--- config.mk ---
export PLATFORM = sky130hd
export DESIGN_NAME = ocr_cutoff
export DESIGN_NICKNAME = d
export VERILOG_FILES = /design/src/inc/ocr_pkg.sv /design/src/hdl/ocr_recovery_delay.sv /design/src/hdl/ocr_cutoff.sv
export SDC_FILE = /design/constraint.sdc
export NUM_CORES = 1
export LEC_CHECK = 0
export BUFFER_PORTS_ARGS = -buffer_cell sky130_fd_sc_hd__buf_4
export CORE_AREA = 2 2 134 136
export CTS_BUF_LIST = sky130_fd_sc_hd__clkbuf_2 sky130_fd_sc_hd__clkbuf_4 sky130_fd_sc_hd__clkbuf_8
export DETAILED_ROUTE_END_ITERATION = 8
export DIE_AREA = 0 0 136 138
export GPL_TIMING_DRIVEN = 1
export MAX_ROUTING_LAYER = met4
export PLACE_DENSITY = 0.67
export SLEW_MARGIN = 30
export SYNTH_ARGS = -nofsm -noshare
export SYNTH_HDL_FRONTEND = slang
export SYNTH_SLANG_ARGS = --single-unit
--- constraint.sdc ---
create_clock -name ref_clk_i -period 6.55 [get_ports ref_clk_i]
set_input_delay 0.9825 -clock ref_clk_i [delete_from_list [all_inputs] [get_ports ref_clk_i]]
set_output_delay 0.9825 -clock ref_clk_i [all_outputs]
set_load 0.02 [all_outputs]
--- src/inc/ocr_pkg.sv ---
// Shared constants and types for the overcurrent cut-off and retry block
package ocr_pkg;
    // Reference source selection
    localparam int REF_SEL_W = 5;
    localparam int REF_LEVELS = 24;
    localparam logic [4:0] REF_SEL_VDD3 = 5'h18;
    localparam logic [4:0] REF_SEL_VDD4 = 5'h19;
    localparam logic [4:0] REF_SEL_PIN = 5'h1A;
    localparam int REF_MIN_MV = 50;
    localparam int REF_MAX_MV = 1200;
    localparam int REF_STEP_MV = (REF_MAX_MV - REF_MIN_MV) / (REF_LEVELS - 1);
    localparam int MV_W = 12;
    // Clock and recovery time
    localparam int CLK_MHZ = 25;
    localparam int RECOVERY_US = 100;
    localparam int RECOVERY_CYC = RECOVERY_US * CLK_MHZ;
    localparam int DLY_W = 24;
    // Reset values
    localparam logic RST_ENABLE = 1'b0;
    localparam logic RST_CMP = 1'b0;

    typedef enum logic [1:0] {
        OCR_OFF,
        OCR_ON,
        OCR_RECOVER
    } ocr_state_t;

    // Measurement inputs: sense voltage and the supply and pin levels in mV
    typedef struct packed {
        logic [11:0] sense_mv;
        logic [11:0] vdd_mv;
        logic [11:0] pin_mv;
    } ocr_sense_t;
endpackage : ocr_pkg

--- src/hdl/ocr_recovery_delay.sv ---
// Restartable recovery delay: output low while counting, high once expired
module ocr_recovery_delay #(
    parameter int DLY_W = ocr_pkg::DLY_W
) (
    // Clock and reset
    input wire logic ref_clk_i,
    input wire logic rst_i,
    // Control
    input wire logic restart_i,
    input wire logic [DLY_W-1:0] length_i,
    // Status
    output logic done_o
);
    logic [DLY_W-1:0] cnt_q, cnt_d;
    logic done_q, done_d;

    always_comb begin
        cnt_d = cnt_q;
        done_d = done_q;
        if (restart_i) begin
            cnt_d = length_i;
            done_d = 1'b0;
        end else if (cnt_q > 1) begin
            cnt_d = cnt_q - 1'b1;
        end else begin
            cnt_d = '0;
            done_d = 1'b1;
        end
    end

    always_ff @(posedge ref_clk_i) begin
        if (rst_i) begin
            cnt_q <= '0;
            done_q <= 1'b1;
        end else begin
            cnt_q <= cnt_d;
            done_q <= done_d;
        end
    end

    assign done_o = done_q;
endmodule : ocr_recovery_delay

--- src/hdl/ocr_cutoff.sv ---
// Overcurrent cut-off with timed retry driving the load switch enable

// How it works
// Switch enable comes only from this internal logic, no external path.
// Comparator works only while the power-up flag is high.
// Before power-up: comparator, gate and enable all low.
// After power-up, current below limit drives enable high.
// Current above limit drops comparator then enable, opening the switch.
// Reference: 24 levels 50-1200 mV, supply/3, supply/4 or pin.
// After cut-off, enable stays low for the recovery delay, then returns.
// Never latches off; persistent fault cycles at the delay interval.
// Enable is comparator AND delay output; comparator fall restarts delay.
module ocr_cutoff #(
    parameter int RECOVERY_CYC = ocr_pkg::RECOVERY_CYC,
    parameter int DLY_W = ocr_pkg::DLY_W
) (
    // Clock and reset
    input wire logic ref_clk_i,
    input wire logic rst_i,
    // Power-up flag and reference selection (pins)
    input wire logic power_up_flag_i,
    input wire logic [ocr_pkg::REF_SEL_W-1:0] ref_sel_i,
    // Analog levels, digitised
    input wire ocr_pkg::ocr_sense_t sense_i,
    // Switch control and status
    output logic switch_enable_o,
    output logic current_comparator_o,
    output logic [1:0] state_o
);
    // Reference level in mV for a selection code
    function automatic logic [11:0] ref_mv(
        input logic [4:0] sel,
        input ocr_pkg::ocr_sense_t s
    );
        logic [11:0] r;
        r = 12'h000;
        if (sel < 5'(ocr_pkg::REF_LEVELS)) begin
            r = 12'(ocr_pkg::REF_MIN_MV + sel * ocr_pkg::REF_STEP_MV);
        end else if (sel == ocr_pkg::REF_SEL_VDD3) begin
            r = 12'(s.vdd_mv / 3);
        end else if (sel == ocr_pkg::REF_SEL_VDD4) begin
            r = 12'(s.vdd_mv / 4);
        end else if (sel == ocr_pkg::REF_SEL_PIN) begin
            r = s.pin_mv;
        end
        return r;
    endfunction : ref_mv

    // High while sense is at or below the selected reference
    function automatic logic within_limit(
        input logic [4:0] sel,
        input ocr_pkg::ocr_sense_t s
    );
        return s.sense_mv <= ref_mv(sel, s);
    endfunction : within_limit

    // Two-input gate feeding the switch enable
    function automatic logic two_input_gate(
        input logic cmp,
        input logic dly
    );
        return cmp & dly;
    endfunction : two_input_gate

    // Input synchronisers, two flops per pin
    logic pwr_s1_q, pwr_s1_d;
    logic pwr_s2_q, pwr_s2_d;
    logic [ocr_pkg::REF_SEL_W-1:0] sel_s1_q, sel_s1_d;
    logic [ocr_pkg::REF_SEL_W-1:0] sel_s2_q, sel_s2_d;
    ocr_pkg::ocr_sense_t sns_s1_q, sns_s1_d;
    ocr_pkg::ocr_sense_t sns_s2_q, sns_s2_d;

    always_comb begin
        pwr_s1_d = power_up_flag_i;
        pwr_s2_d = pwr_s1_q;
        sel_s1_d = ref_sel_i;
        sel_s2_d = sel_s1_q;
        sns_s1_d = sense_i;
        sns_s2_d = sns_s1_q;
    end

    always_ff @(posedge ref_clk_i) begin
        if (rst_i) begin
            pwr_s1_q <= 1'b0;
            pwr_s2_q <= 1'b0;
            sel_s1_q <= 5'h00;
            sel_s2_q <= 5'h00;
            sns_s1_q <= '0;
            sns_s2_q <= '0;
        end else begin
            pwr_s1_q <= pwr_s1_d;
            pwr_s2_q <= pwr_s2_d;
            sel_s1_q <= sel_s1_d;
            sel_s2_q <= sel_s2_d;
            sns_s1_q <= sns_s1_d;
            sns_s2_q <= sns_s2_d;
        end
    end

    // Settle filter: a word caught mid-change would give a false trip,
    // so a word is taken only once two samples agree
    logic [ocr_pkg::REF_SEL_W-1:0] sel_s3_q, sel_s3_d;
    ocr_pkg::ocr_sense_t sns_s3_q, sns_s3_d;
    logic [ocr_pkg::REF_SEL_W-1:0] sel_q, sel_d;
    ocr_pkg::ocr_sense_t sns_q, sns_d;
    logic settled;

    always_comb begin
        sel_s3_d = sel_s2_q;
        sns_s3_d = sns_s2_q;
        settled = (sel_s2_q == sel_s3_q) && (sns_s2_q == sns_s3_q);
        sel_d = sel_q;
        sns_d = sns_q;
        if (settled) begin
            sel_d = sel_s3_q;
            sns_d = sns_s3_q;
        end
    end

    always_ff @(posedge ref_clk_i) begin
        if (rst_i) begin
            sel_s3_q <= 5'h00;
            sns_s3_q <= '0;
            sel_q <= 5'h00;
            sns_q <= '0;
        end else begin
            sel_s3_q <= sel_s3_d;
            sns_s3_q <= sns_s3_d;
            sel_q <= sel_d;
            sns_q <= sns_d;
        end
    end

    // Comparator, held low until the power-up flag is seen
    logic cmp_q, cmp_d;
    logic restart;
    logic dly_done;

    always_comb begin
        cmp_d = ocr_pkg::RST_CMP;
        if (pwr_s2_q) begin // see
            cmp_d = within_limit(sel_q, sns_q); // see
        end
    end

    always_ff @(posedge ref_clk_i) begin
        if (rst_i) begin
            cmp_q <= ocr_pkg::RST_CMP;
        end else begin
            cmp_q <= cmp_d;
        end
    end

    // Each fall of the comparator restarts the recovery delay
    assign restart = cmp_q & ~cmp_d;

    ocr_recovery_delay #(
        .DLY_W(DLY_W)
    ) u_recovery_delay (
        .ref_clk_i(ref_clk_i),
        .rst_i(rst_i),
        .restart_i(restart),
        .length_i(DLY_W'(RECOVERY_CYC)),
        .done_o(dly_done)
    );

    // Switch enable from the internal gate only
    logic en_q, en_d;

    always_comb begin
        en_d = two_input_gate(cmp_q, dly_done); // see see
    end

    always_ff @(posedge ref_clk_i) begin
        if (rst_i) begin
            en_q <= ocr_pkg::RST_ENABLE;
        end else begin
            en_q <= en_d;
        end
    end

    // Status state
    ocr_pkg::ocr_state_t st_q, st_d;

    always_comb begin
        st_d = st_q;
        case (st_q)
            ocr_pkg::OCR_OFF: begin
                if (en_d) begin
                    st_d = ocr_pkg::OCR_ON;
                end
            end
            ocr_pkg::OCR_ON: begin
                if (!en_d) begin
                    st_d = dly_done ? ocr_pkg::OCR_OFF : ocr_pkg::OCR_RECOVER;
                end
            end
            ocr_pkg::OCR_RECOVER: begin
                // Retry after delay, never latched off
                if (dly_done) begin // see
                    st_d = en_d ? ocr_pkg::OCR_ON : ocr_pkg::OCR_OFF;
                end
            end
            default: begin
                st_d = ocr_pkg::OCR_OFF;
            end
        endcase
        if (!cmp_q && !dly_done) begin
            st_d = ocr_pkg::OCR_RECOVER;
        end
    end

    always_ff @(posedge ref_clk_i) begin
        if (rst_i) begin
            st_q <= ocr_pkg::OCR_OFF;
        end else begin
            st_q <= st_d;
        end
    end

    assign switch_enable_o = en_q;
    assign current_comparator_o = cmp_q;
    assign state_o = st_q;
endmodule : ocr_cutoff

After elaboration in Yosys (flattened, before gate mapping)
Index checks and enable logic that the tools add are counted.
Widths: inputs -> output; s select.
{"block": "totals", "in_bits": 44, "reg_bits": 195, "elab_cells": 76, "out_inout_bits": 4}
{"block": "op_classes", "n_mul": 1, "n_bitwise": 4, "div": 1, "magnitude_cmp": 3, "muxes": 17, "eq_ne": 14, "addsub": 2, "n_reduce_logical": 9}
{"operator": "$mux 12", "n": 7}
{"operator": "$eq 36x36->1", "n": 1}
{"operator": "$div 12x2->32 const B", "n": 1}
{"operator": "$gt 24x1->1 const B", "n": 1}
{"operator": "$sub 24x1->24 const B", "n": 1}
{"operator": "$eq 5x5->1 const B", "n": 3}
{"operator": "$add 6x11->12 const A", "n": 1}
{"operator": "$le 12x12->1", "n": 1}
{"operator": "$mul 5x5->10 const B", "n": 1}
{"operator": "$mux 2", "n": 5}
{"operator": "$ne 2x2->1 const B", "n": 3}
{"operator": "$ne 3x3->1 const B", "n": 2}
{"operator": "$pmux 2 s3", "n": 1}
{"operator": "$reduce_and 3->1", "n": 2}
{"operator": "$eq 5x5->1", "n": 1}
{"operator": "$lt 5x5->1 const B", "n": 1}
{"operator": "$mux 1", "n": 4}
{"operator": "$ne 3x2->1 const B", "n": 1}
{"operator": "$reduce_or 3->1", "n": 1}
{"operator": "$and 1x1->1", "n": 2}
{"operator": "$eq 2x1->1 const B", "n": 1}
{"operator": "$eq 2x2->1 const B", "n": 1}
{"operator": "$logic_and 1x1->1", "n": 2}
{"operator": "$logic_not 1->1", "n": 2}
{"operator": "4 further kinds", "n": 5}

Logic depth before layout (Yosys ltp)
Gate-level depths: netlist (run 1).
{"block": "depth", "depth_word": 11, "ltp_mapped": 30, "mapped_depth_nobuf": 26}

Hierarchy
A second synthesis (run 1) with hierarchy kept.
{"block": "unflattened", "cells_unflattened": 1085, "hier_area_um2": 9900.7}
{"module": "ocr_cutoff", "cells_per_inst": 917, "seq_area_each_um2": 3403.3, "area_each_um2": 8515.7, "instances": 1}
{"module": "ocr_recovery_delay", "cells_per_inst": 168, "seq_area_each_um2": 500.5, "area_each_um2": 1385.1, "instances": 1}

Worst setup path after synthesis (run 1)
Ideal clock, no wire load.
{"block": "synth_timing", "path_type": "in2reg", "start": "input rst_i", "end": "register cmp_q, in the netlist current_comparator_o", "path_stages": 5, "setup_ns": 0.128, "slack_ns": 4.315, "arrival_time_ns": 2.108, "t_required_ns": 6.422, "path_buffers": 4, "cell_sequence": "clkbuf_1 clkbuf_1 clkbuf_1 clkbuf_1 nor2_1"}
{"item": "start, declared", "line": "ocr_cutoff.sv:19", "text": "input wire logic rst_i,"}
{"item": "end signal, assigned", "line": "ocr_cutoff.sv:148", "text": "cmp_q <= ocr_pkg::RST_CMP;"}
{"item": "end signal, assigned", "line": "ocr_cutoff.sv:150", "text": "cmp_q <= cmp_d;"}
{"item": "end, declared", "line": "ocr_cutoff.sv:135", "text": "logic cmp_q, cmp_d;"}
No word-level cell between the ends.

==> run summary, run 1 <==
R2R Path Start -> sns_q[23]
Worst Hold Launch -> sns_s1_q[19]
Total GRT Usage -> 0.183
leak pwr -> 0.00384 µW
Multi-input gate area -> 4340 µm²
first-pass GRT wire length -> 26600 µm
share of post-route cells with drive strength above 1 -> 0.116
Initial Util -> 0.485
Port-buffer cells -> 47
Post-synth EDFFs -> 0
Die Y -> 138 µm
fin crit share -> 0.890
worst flop-to-flop path endpoint -> u_recovery_delay.cnt_q[19]
Crit Path Category -> flop to flop
Least-Margin Pin Slew -> 0.814 ns
CTS tree -> done
drt pass-1 iters -> 4
Seq pwr share -> 0.551
# fillers -> 1615
Max VDD drop -> 163 µV
Pint -> 1730 µW
Routed wire per std cell -> 13.9 µm
Worst Skew -> 0.0191 ns
antenna diode count -> 0
vias in the first global route -> 5315
Crit path required time -> 6.88 ns
Mapped Cells -> 875
run status -> completed
Sink Count -> 195
Mean Syn Cell Area -> 9.72 µm²
initial antenna violation count -> 0
quantity of gates resized following cts -> 0
ys async rst share -> 0
CP arrival -> 6.16 ns
DR iter-0 viols -> 298
Logic pwr share -> 0.131
fin crit period -> 5.83 ns
CTS buffer count -> 17
Vias/cell -> 5.13
full die area -> 18800 µm²
H-tree depth -> 4
share of the synthesized area in the top cell type -> 0.459
I/O Pins -> 48
grt ovf -> 0
Slew Limit Headroom -> 0.457
drt total wl -> 15900 µm
pwr dens -> 252 nW/µm²
Hold Violations, Final -> 0
fin. max-slew vios -> 0
Yosys cell types -> 68
setup TNS -> 0 ns
mapped cell area -> 8510 µm²
crit path capture type -> flop
fmax -> 0.172 GHz
clk_lat worst skew -> 0.45 ns
leading area contributor after synthesis -> dfxtp_1
Root Driver -> clkbuf_8
Psw -> 636 µW
switching part of the total -> 0.269
Post-CTS Hold Buffers -> 0
sequential area share after synthesis -> 0.459
Synth-to-Final Area Change -> 10.3%
Final Non-Filler Cells -> 1143
worst reg-to-reg setup slack -> 0.72 ns
Hold Path End -> sns_s2_q[19]
Yosys reg bits -> 195
r2r worst-path depth -> 26
largest net degree at the start of global routing -> 83
Setup violations, final -> 0
max cap viols -> 0
ANT nets after route -> 0
die width -> 136 µm
Rows -> 49
Hold WC Path Type -> flop to flop
sequential cell area -> 3900 µm²
Clk pwr share -> 0.317
clk buf depth -> 2
postcts setup bufs -> 0
clock-pin slew on the worst setup and hold paths -> 0.10 ns
Detail Placement HPWL -> 11400 µm
Core Area -> 17500 µm²
drc violations -> 0
Critical Path Start Type -> flop
Critical Path Fanout Max -> 19
syn nets -> 958
routability cong. -> 0.913
placed cells -> 1111
ys flop type -> dfxtp_1
top cells by area, synth -> dfxtp_1, nor2b_1, ha_1, mux2i_1, xor2_1
RSZ-0062 raised after global routing -> no
Yosys warning total -> 0
via count -> 5859
hold path cells -> 1
Layout Nets -> 984
sequential cells by signal (all words and copies together) (netlist names), 2 cells and up:
register and cells:
sel_q 5, sns_s2_q 36, u_recovery_delay.cnt_q 24, sel_s1_q 5
sel_s2_q 5, sns_s1_q 36, sns_q 36, sns_s3_q 36
sel_s3_q 5, state_o 2
logic make-up after synthesis:
group | after synthesis | synth area share
mux | 42 | 0.0494
buf+inv | 64 | 0.0310
flops | 195 | 0.459
simple gates | 340 | 0.217
fa+ha+maj | 40 | 0.0594
compound gates | 118 | 0.106
xor+xnor | 76 | 0.0783
layout by cell type (no fill, tap or decap), types with 3 or more instances in the layout:
cell / Yosys / routed
and2_1: 3 / 3
ha_1: 38 / 38
nand4_1: 7 / 7
and3_1: 5 / 5
o41ai_1: 3 / 3
inv_1: 20 / 20
nor2_1: 88 / 88
a221oi_1: 9 / 9
dfxtp_1: 195 / 195
mux2i_1: 42 / 42
nor2b_1: 132 / 132
o221ai_1: 3 / 3
nor3_1: 19 / 18
nand3_1: 14 / 14
clkbuf_8: 0 / 17
buf_4: 2 / 51
a211oi_1: 9 / 9
and3b_1: 4 / 4
nand2_1: 27 / 27
a21o_1: 8 / 8
or2_2: 4 / 4
o21ai_0: 22 / 22
nor4_1: 16 / 16
inv_8: 0 / 3
o211ai_1: 4 / 4
a31oi_1: 5 / 5
nand2b_1: 8 / 8
a41o_1: 3 / 3
a21oi_1: 23 / 23
xor2_1: 46 / 46
clkinv_4: 0 / 4
xnor2_1: 30 / 30
or4_1: 4 / 4
power by group through the flow:
stage               logic, µW  clock network [µW]  registers [µW]
floorplan                 249                   0            1320
global placement          311                   0            1330
detailed placement        312                   0            1330
CTS                       315                 779            1300
global route              356                 823            1310
finish                    311                 750            1300
Yosys cell counts, drive strengths merged (2+ instances only):
cell type and n:
mux2i 42, a211oi 10, o21ai 23, buf 5
nor3 19, nand4 7, xnor2 30, a31oi 6
inv 20, and3 6, nand3 14, and2 3
o41ai 4, ha 38, a2111oi 2, or4 4
and3b 4, nand2 27, nor2 89, a21o 9
nand3b 2, o221ai 4, o21bai 3, clkbuf 39
nand2b 8, o211ai 6, nor4b 2, dfxtp 195
a41o 3, a21oi 25, a221oi 9, nor4 16
o21a 3, xor2 46, nor2b 132, or2 4
a31o 2
final cells by class:
cell class,instances,share of cell area
multi-input cells,616,0.463
clock buffers,19,0.0265
repair buffers,51,0.0408
flip-flops and latches,195,0.416
inverters,20,0.00800
well taps,229,0.0305
clock inverters,13,0.0155
routing by layer:
layer | wire length [µm] | GRT usage
met1 | 7980 | 0.251
met2 | 7090 | 0.267
met3 | 530 | 0.0385
met4 | 321 | 0.0609
met5 | 0 | -
metrics by stage:
step | util | setup WS (ns) | total power (µW) | hold WS, ns | instance area (µm²)
floorplan | - | 1.45 | 1570 | 0.409 | 8510
global placement | 0.513 | 0.947 | 1640 | 0.416 | 8990
global route | 0.535 | 0.124 | 2490 | 0.448 | 9390
CTS | 0.535 | 0.801 | 2400 | 0.447 | 9390
finish | 0.535 | 0.720 | 2360 | 0.440 | 9390
detailed placement | 0.513 | 0.800 | 1640 | 0.421 | 8990
critical path: stages (launching register included):
cell	delay, ns
dfxtp_1	0.66
ha_1	0.34
nand3b_1	0.30
a21oi_1	0.33
o211ai_2	0.19
and3_4	0.24
o221ai_4	0.23
nand2_1	0.21
nor4_1	0.26
nor3_1	0.09
o221ai_1	0.25
ha_1	0.23
nor2_1	0.08
and3_1	0.18
a31oi_1	0.15
a21oi_1	0.09
ha_1	0.32
nor2b_1	0.12
o21ai_0	0.08
nand2b_1	0.07
a21oi_1	0.07
o221ai_1	0.19
o21ai_0	0.16
and2_1	0.18
inv_1	0.08
a21o_1	0.50
nor2_1	0.11
worst max-delay path by stage:
stage	start	endpoint	slack, ns	cells past startpoint
after floorplan	sns_q[22]	u_recovery_delay.cnt_q[14]	1.45	30
after global placement	sns_q[23]	u_recovery_delay.cnt_q[19]	0.95	26
after detailed placement	sns_q[23]	u_recovery_delay.cnt_q[12]	0.80	26
after CTS	sns_q[23]	u_recovery_delay.cnt_q[12]	0.80	26
after global routing	sns_q[23]	u_recovery_delay.cnt_q[5]	0.12	26
final	sns_q[23]	u_recovery_delay.cnt_q[19]	0.72	26
Note: power is estimated with default switching activity, not from simulation.
==> inputs of run 2 (changes only) <==
- CORE_AREA: 2 2 134 136 -> 2 2 144 146
- DIE_AREA: 0 0 136 138 -> 0 0 146 148
- PLACE_DENSITY: 0.67 -> 0.66
- SYNTH_HIERARCHICAL: default -> 1
- TNS_END_PERCENT: default -> 100
==> run summary, run 2 <==
run status -> completed
Yosys reg bits -> 195
fmax -> 0.160 GHz
worst reg-to-reg setup slack -> 0.29 ns
Vias/cell -> 5.28
ys async rst share -> 0
H-tree depth -> 4
routability cong. -> 0.893
Mean Syn Cell Area -> 9.13 µm²
ANT nets after route -> 0
Final Non-Filler Cells -> 1464
DR iter-0 viols -> 403
Least-Margin Pin Slew -> 0.863 ns
Crit Path Category -> flop to flop
leak pwr -> 0.00474 µW
dpl ws -> 0.00439 ns
max incr delay on CP -> 0.51 ns
share of post-route cells with drive strength above 1 -> 0.198
commonest non-fill, non-tap cell in the layout -> dfxtp_1
ys flop type -> dfxtp_1
Hold Violations, Final -> 0
Setup violations, final -> 0
setup TNS -> 0 ns
RSZ-0062 raised after global routing -> no
Crit path required time -> 6.95 ns
fin. max-slew vios -> 0
Yosys warning total -> 6
largest net degree at the start of global routing -> 122
Slowest-stage cell, CP -> or4_1
full die area -> 21600 µm²
Initial Util -> 0.494
worst flop-to-flop path endpoint -> u_recovery_delay/cnt_q[12]
Routed wire per std cell -> 15.3 µm
r2r worst-path depth -> 29
pwr dens -> 242 nW/µm²
Post-synth EDFFs -> 0
Critical Path Fanout Max -> 16
most frequent cell after synthesis -> dfxtp_1
Worst Hold Launch -> sns_s1_q[24]
Sink Count -> 195
drc violations -> 0
max cap viols -> 0
Die Y -> 148 µm
crit path capture type -> flop
mapped cell area -> 9900 µm²
CTS tree -> done
clk_lat worst skew -> 0.47 ns
Most common cell on crit path -> a211oi_4
die width -> 146 µm
via count -> 7723
Rows -> 52
clock-pin slew on the worst setup and hold paths -> 0.11 ns
CP arrival -> 6.66 ns
Core Area -> 20000 µm²
Layout Nets -> 1264
Synth-to-Final Area Change -> 17.4%
share of the synthesized area in the top cell type -> 0.394
Post-CTS Hold Buffers -> 0
Total GRT Usage -> 0.215
fin crit share -> 0.956
drt pass-1 iters -> 5
hold path cells -> 1
placed cells -> 1425
first-pass GRT wire length -> 36900 µm
I/O Pins -> 48
worst setup margin -> 0.288 ns
leading area contributor after synthesis -> dfxtp_1
Root Driver -> clkbuf_8
initial antenna violation count -> 0
# fillers -> 1866
clk buf depth -> 2
Port-buffer cells -> 47
Mapped Cells -> 1085
most frequent cells in the layout -> dfxtp_1, nor2b_1, buf_4, nor2_1, nand2_1
CTS buffer count -> 17
Critical Path Start Type -> flop
Hold Path End -> sns_s2_q[24]
Hold WC Path Type -> flop to flop
Synth top cells by count -> dfxtp_1, nor2b_1, nor2_1
Max VDD drop -> 370 µV
post-layout util -> 0.580
drt total wl -> 22300 µm
Worst Skew -> 0.0230 ns
antenna diode count -> 0
vias in the first global route -> 7251
fin crit period -> 6.26 ns
Slew Limit Headroom -> 0.424
top cells by area, synth -> dfxtp_1, nor2b_1, mux2i_1, ha_1, xor2_1
Yosys cell types -> 96
Worst Setup SP -> sns_q[22]
R2R Path Start -> sns_q[22]
Detail Placement HPWL -> 16200 µm
grt ovf -> 0
sequential area share after synthesis -> 0.394
==> run 2: changes by cell type in the layout (fill, tap and decap cells not counted), moves of 5 or more <==
cell / previous run / this run
o21ai_0: 22 / 34
inv_12: 0 / 5
a21oi_1: 23 / 40
a21oi_2: 1 / 10
nor2_1: 88 / 100
mux2i_1: 42 / 48
conb_1: 0 / 24
o22ai_1: 1 / 12
nand2_1: 27 / 61
buf_4: 51 / 119
or3_2: 0 / 10
nand2b_1: 8 / 3
==> run 2: cell type report <==
class | instances | area, µm² | area share
inverters | 23 | 86.3 | 0.00743
flip-flops and latches | 195 | 3910 | 0.337
repair buffers | 125 | 1000 | 0.0861
multi-input cells | 819 | 5840 | 0.502
well taps | 270 | 338 | 0.0291
clock inverters | 15 | 214 | 0.0184
clock buffers | 17 | 234 | 0.0201
==> run 2: timing repair <==
item / 4_1_cts / 5_1_grt
pin swaps: 1 / 23
endpoints found under the setup margin: 20 / 25
setup buffers: 0 / 6
gates cloned: 0 / 1
resized for setup: 4 / 34
==> run 2: power by group <==
part           switching (µW)  internal, µW
Clock                     489           344
Sequential               99.3          1280
Combinational             289           310
Total                     877          1940
==> run 2: cells by family (layout without fill, tap and decap cells) <==
kind of cell / count (synthesis) / count (layout) / share of synthesized area
simple gates: 422 / 422 / 0.240
fa+ha+maj: 39 / 39 / 0.0500
other cells: 2 / 24 / 0.000759
compound gates: 205 / 205 / 0.151
xor+xnor: 78 / 78 / 0.0709
mux: 51 / 51 / 0.0523
buf+inv: 93 / 180 / 0.0409
flops: 195 / 195 / 0.394
==> run 2: routing by layer <==
| metal | part of all wire | routed length (µm) | up-vias | GRT usage |
|---|---|---|---|---|
| li1 | - | - | 3983 | - |
| met5 | 0 | 0 | - | - |
| met1 | 0.50 | 11100 | 3552 | 0.294 |
| met4 | 0.015 | 336 | 0 | 0.0743 |
| met2 | 0.46 | 10200 | 156 | 0.327 |
| met3 | 0.031 | 682 | 32 | 0.0302 |
==> run 2: worst max-delay path by stage <==
stage                                             to  slack [ns]  cells past startpoint
after floorplan           u_recovery_delay/cnt_q[21]        0.08                     31
final                     u_recovery_delay/cnt_q[12]        0.29                     29
after global placement    u_recovery_delay/cnt_q[21]        0.02                     27
after CTS                  u_recovery_delay/cnt_q[5]      0.0002                     29
after global routing      u_recovery_delay/cnt_q[12]        0.02                     32
after detailed placement  u_recovery_delay/cnt_q[21]       0.004                     27
==> run 2: worst max-delay path: cells and delay by family (launching register included) <==
family / cells / cell delay, ns
AOI/OAI and AO/OA: 12 / 2.12
and+or+nand+nor: 9 / 2.15
muxes: 1 / 0.31
adders and majority gates: 3 / 0.64
DFF: 1 / 0.38
xor gates and xnor gates: 1 / 0.15
buffers and inverters: 3 / 0.43
==> run 2: per-stage QoR <==
step           area (µm²)  power [µW]  hold slack, ns
3_3_place_gp        11000        1980           0.418
4_1_cts             11400        2820           0.442
5_1_grt             11600        2970           0.459
2_1_floorplan       10000        1870           0.414
3_5_place_dp        11000        1990           0.420
6_report            11600        2820           0.448
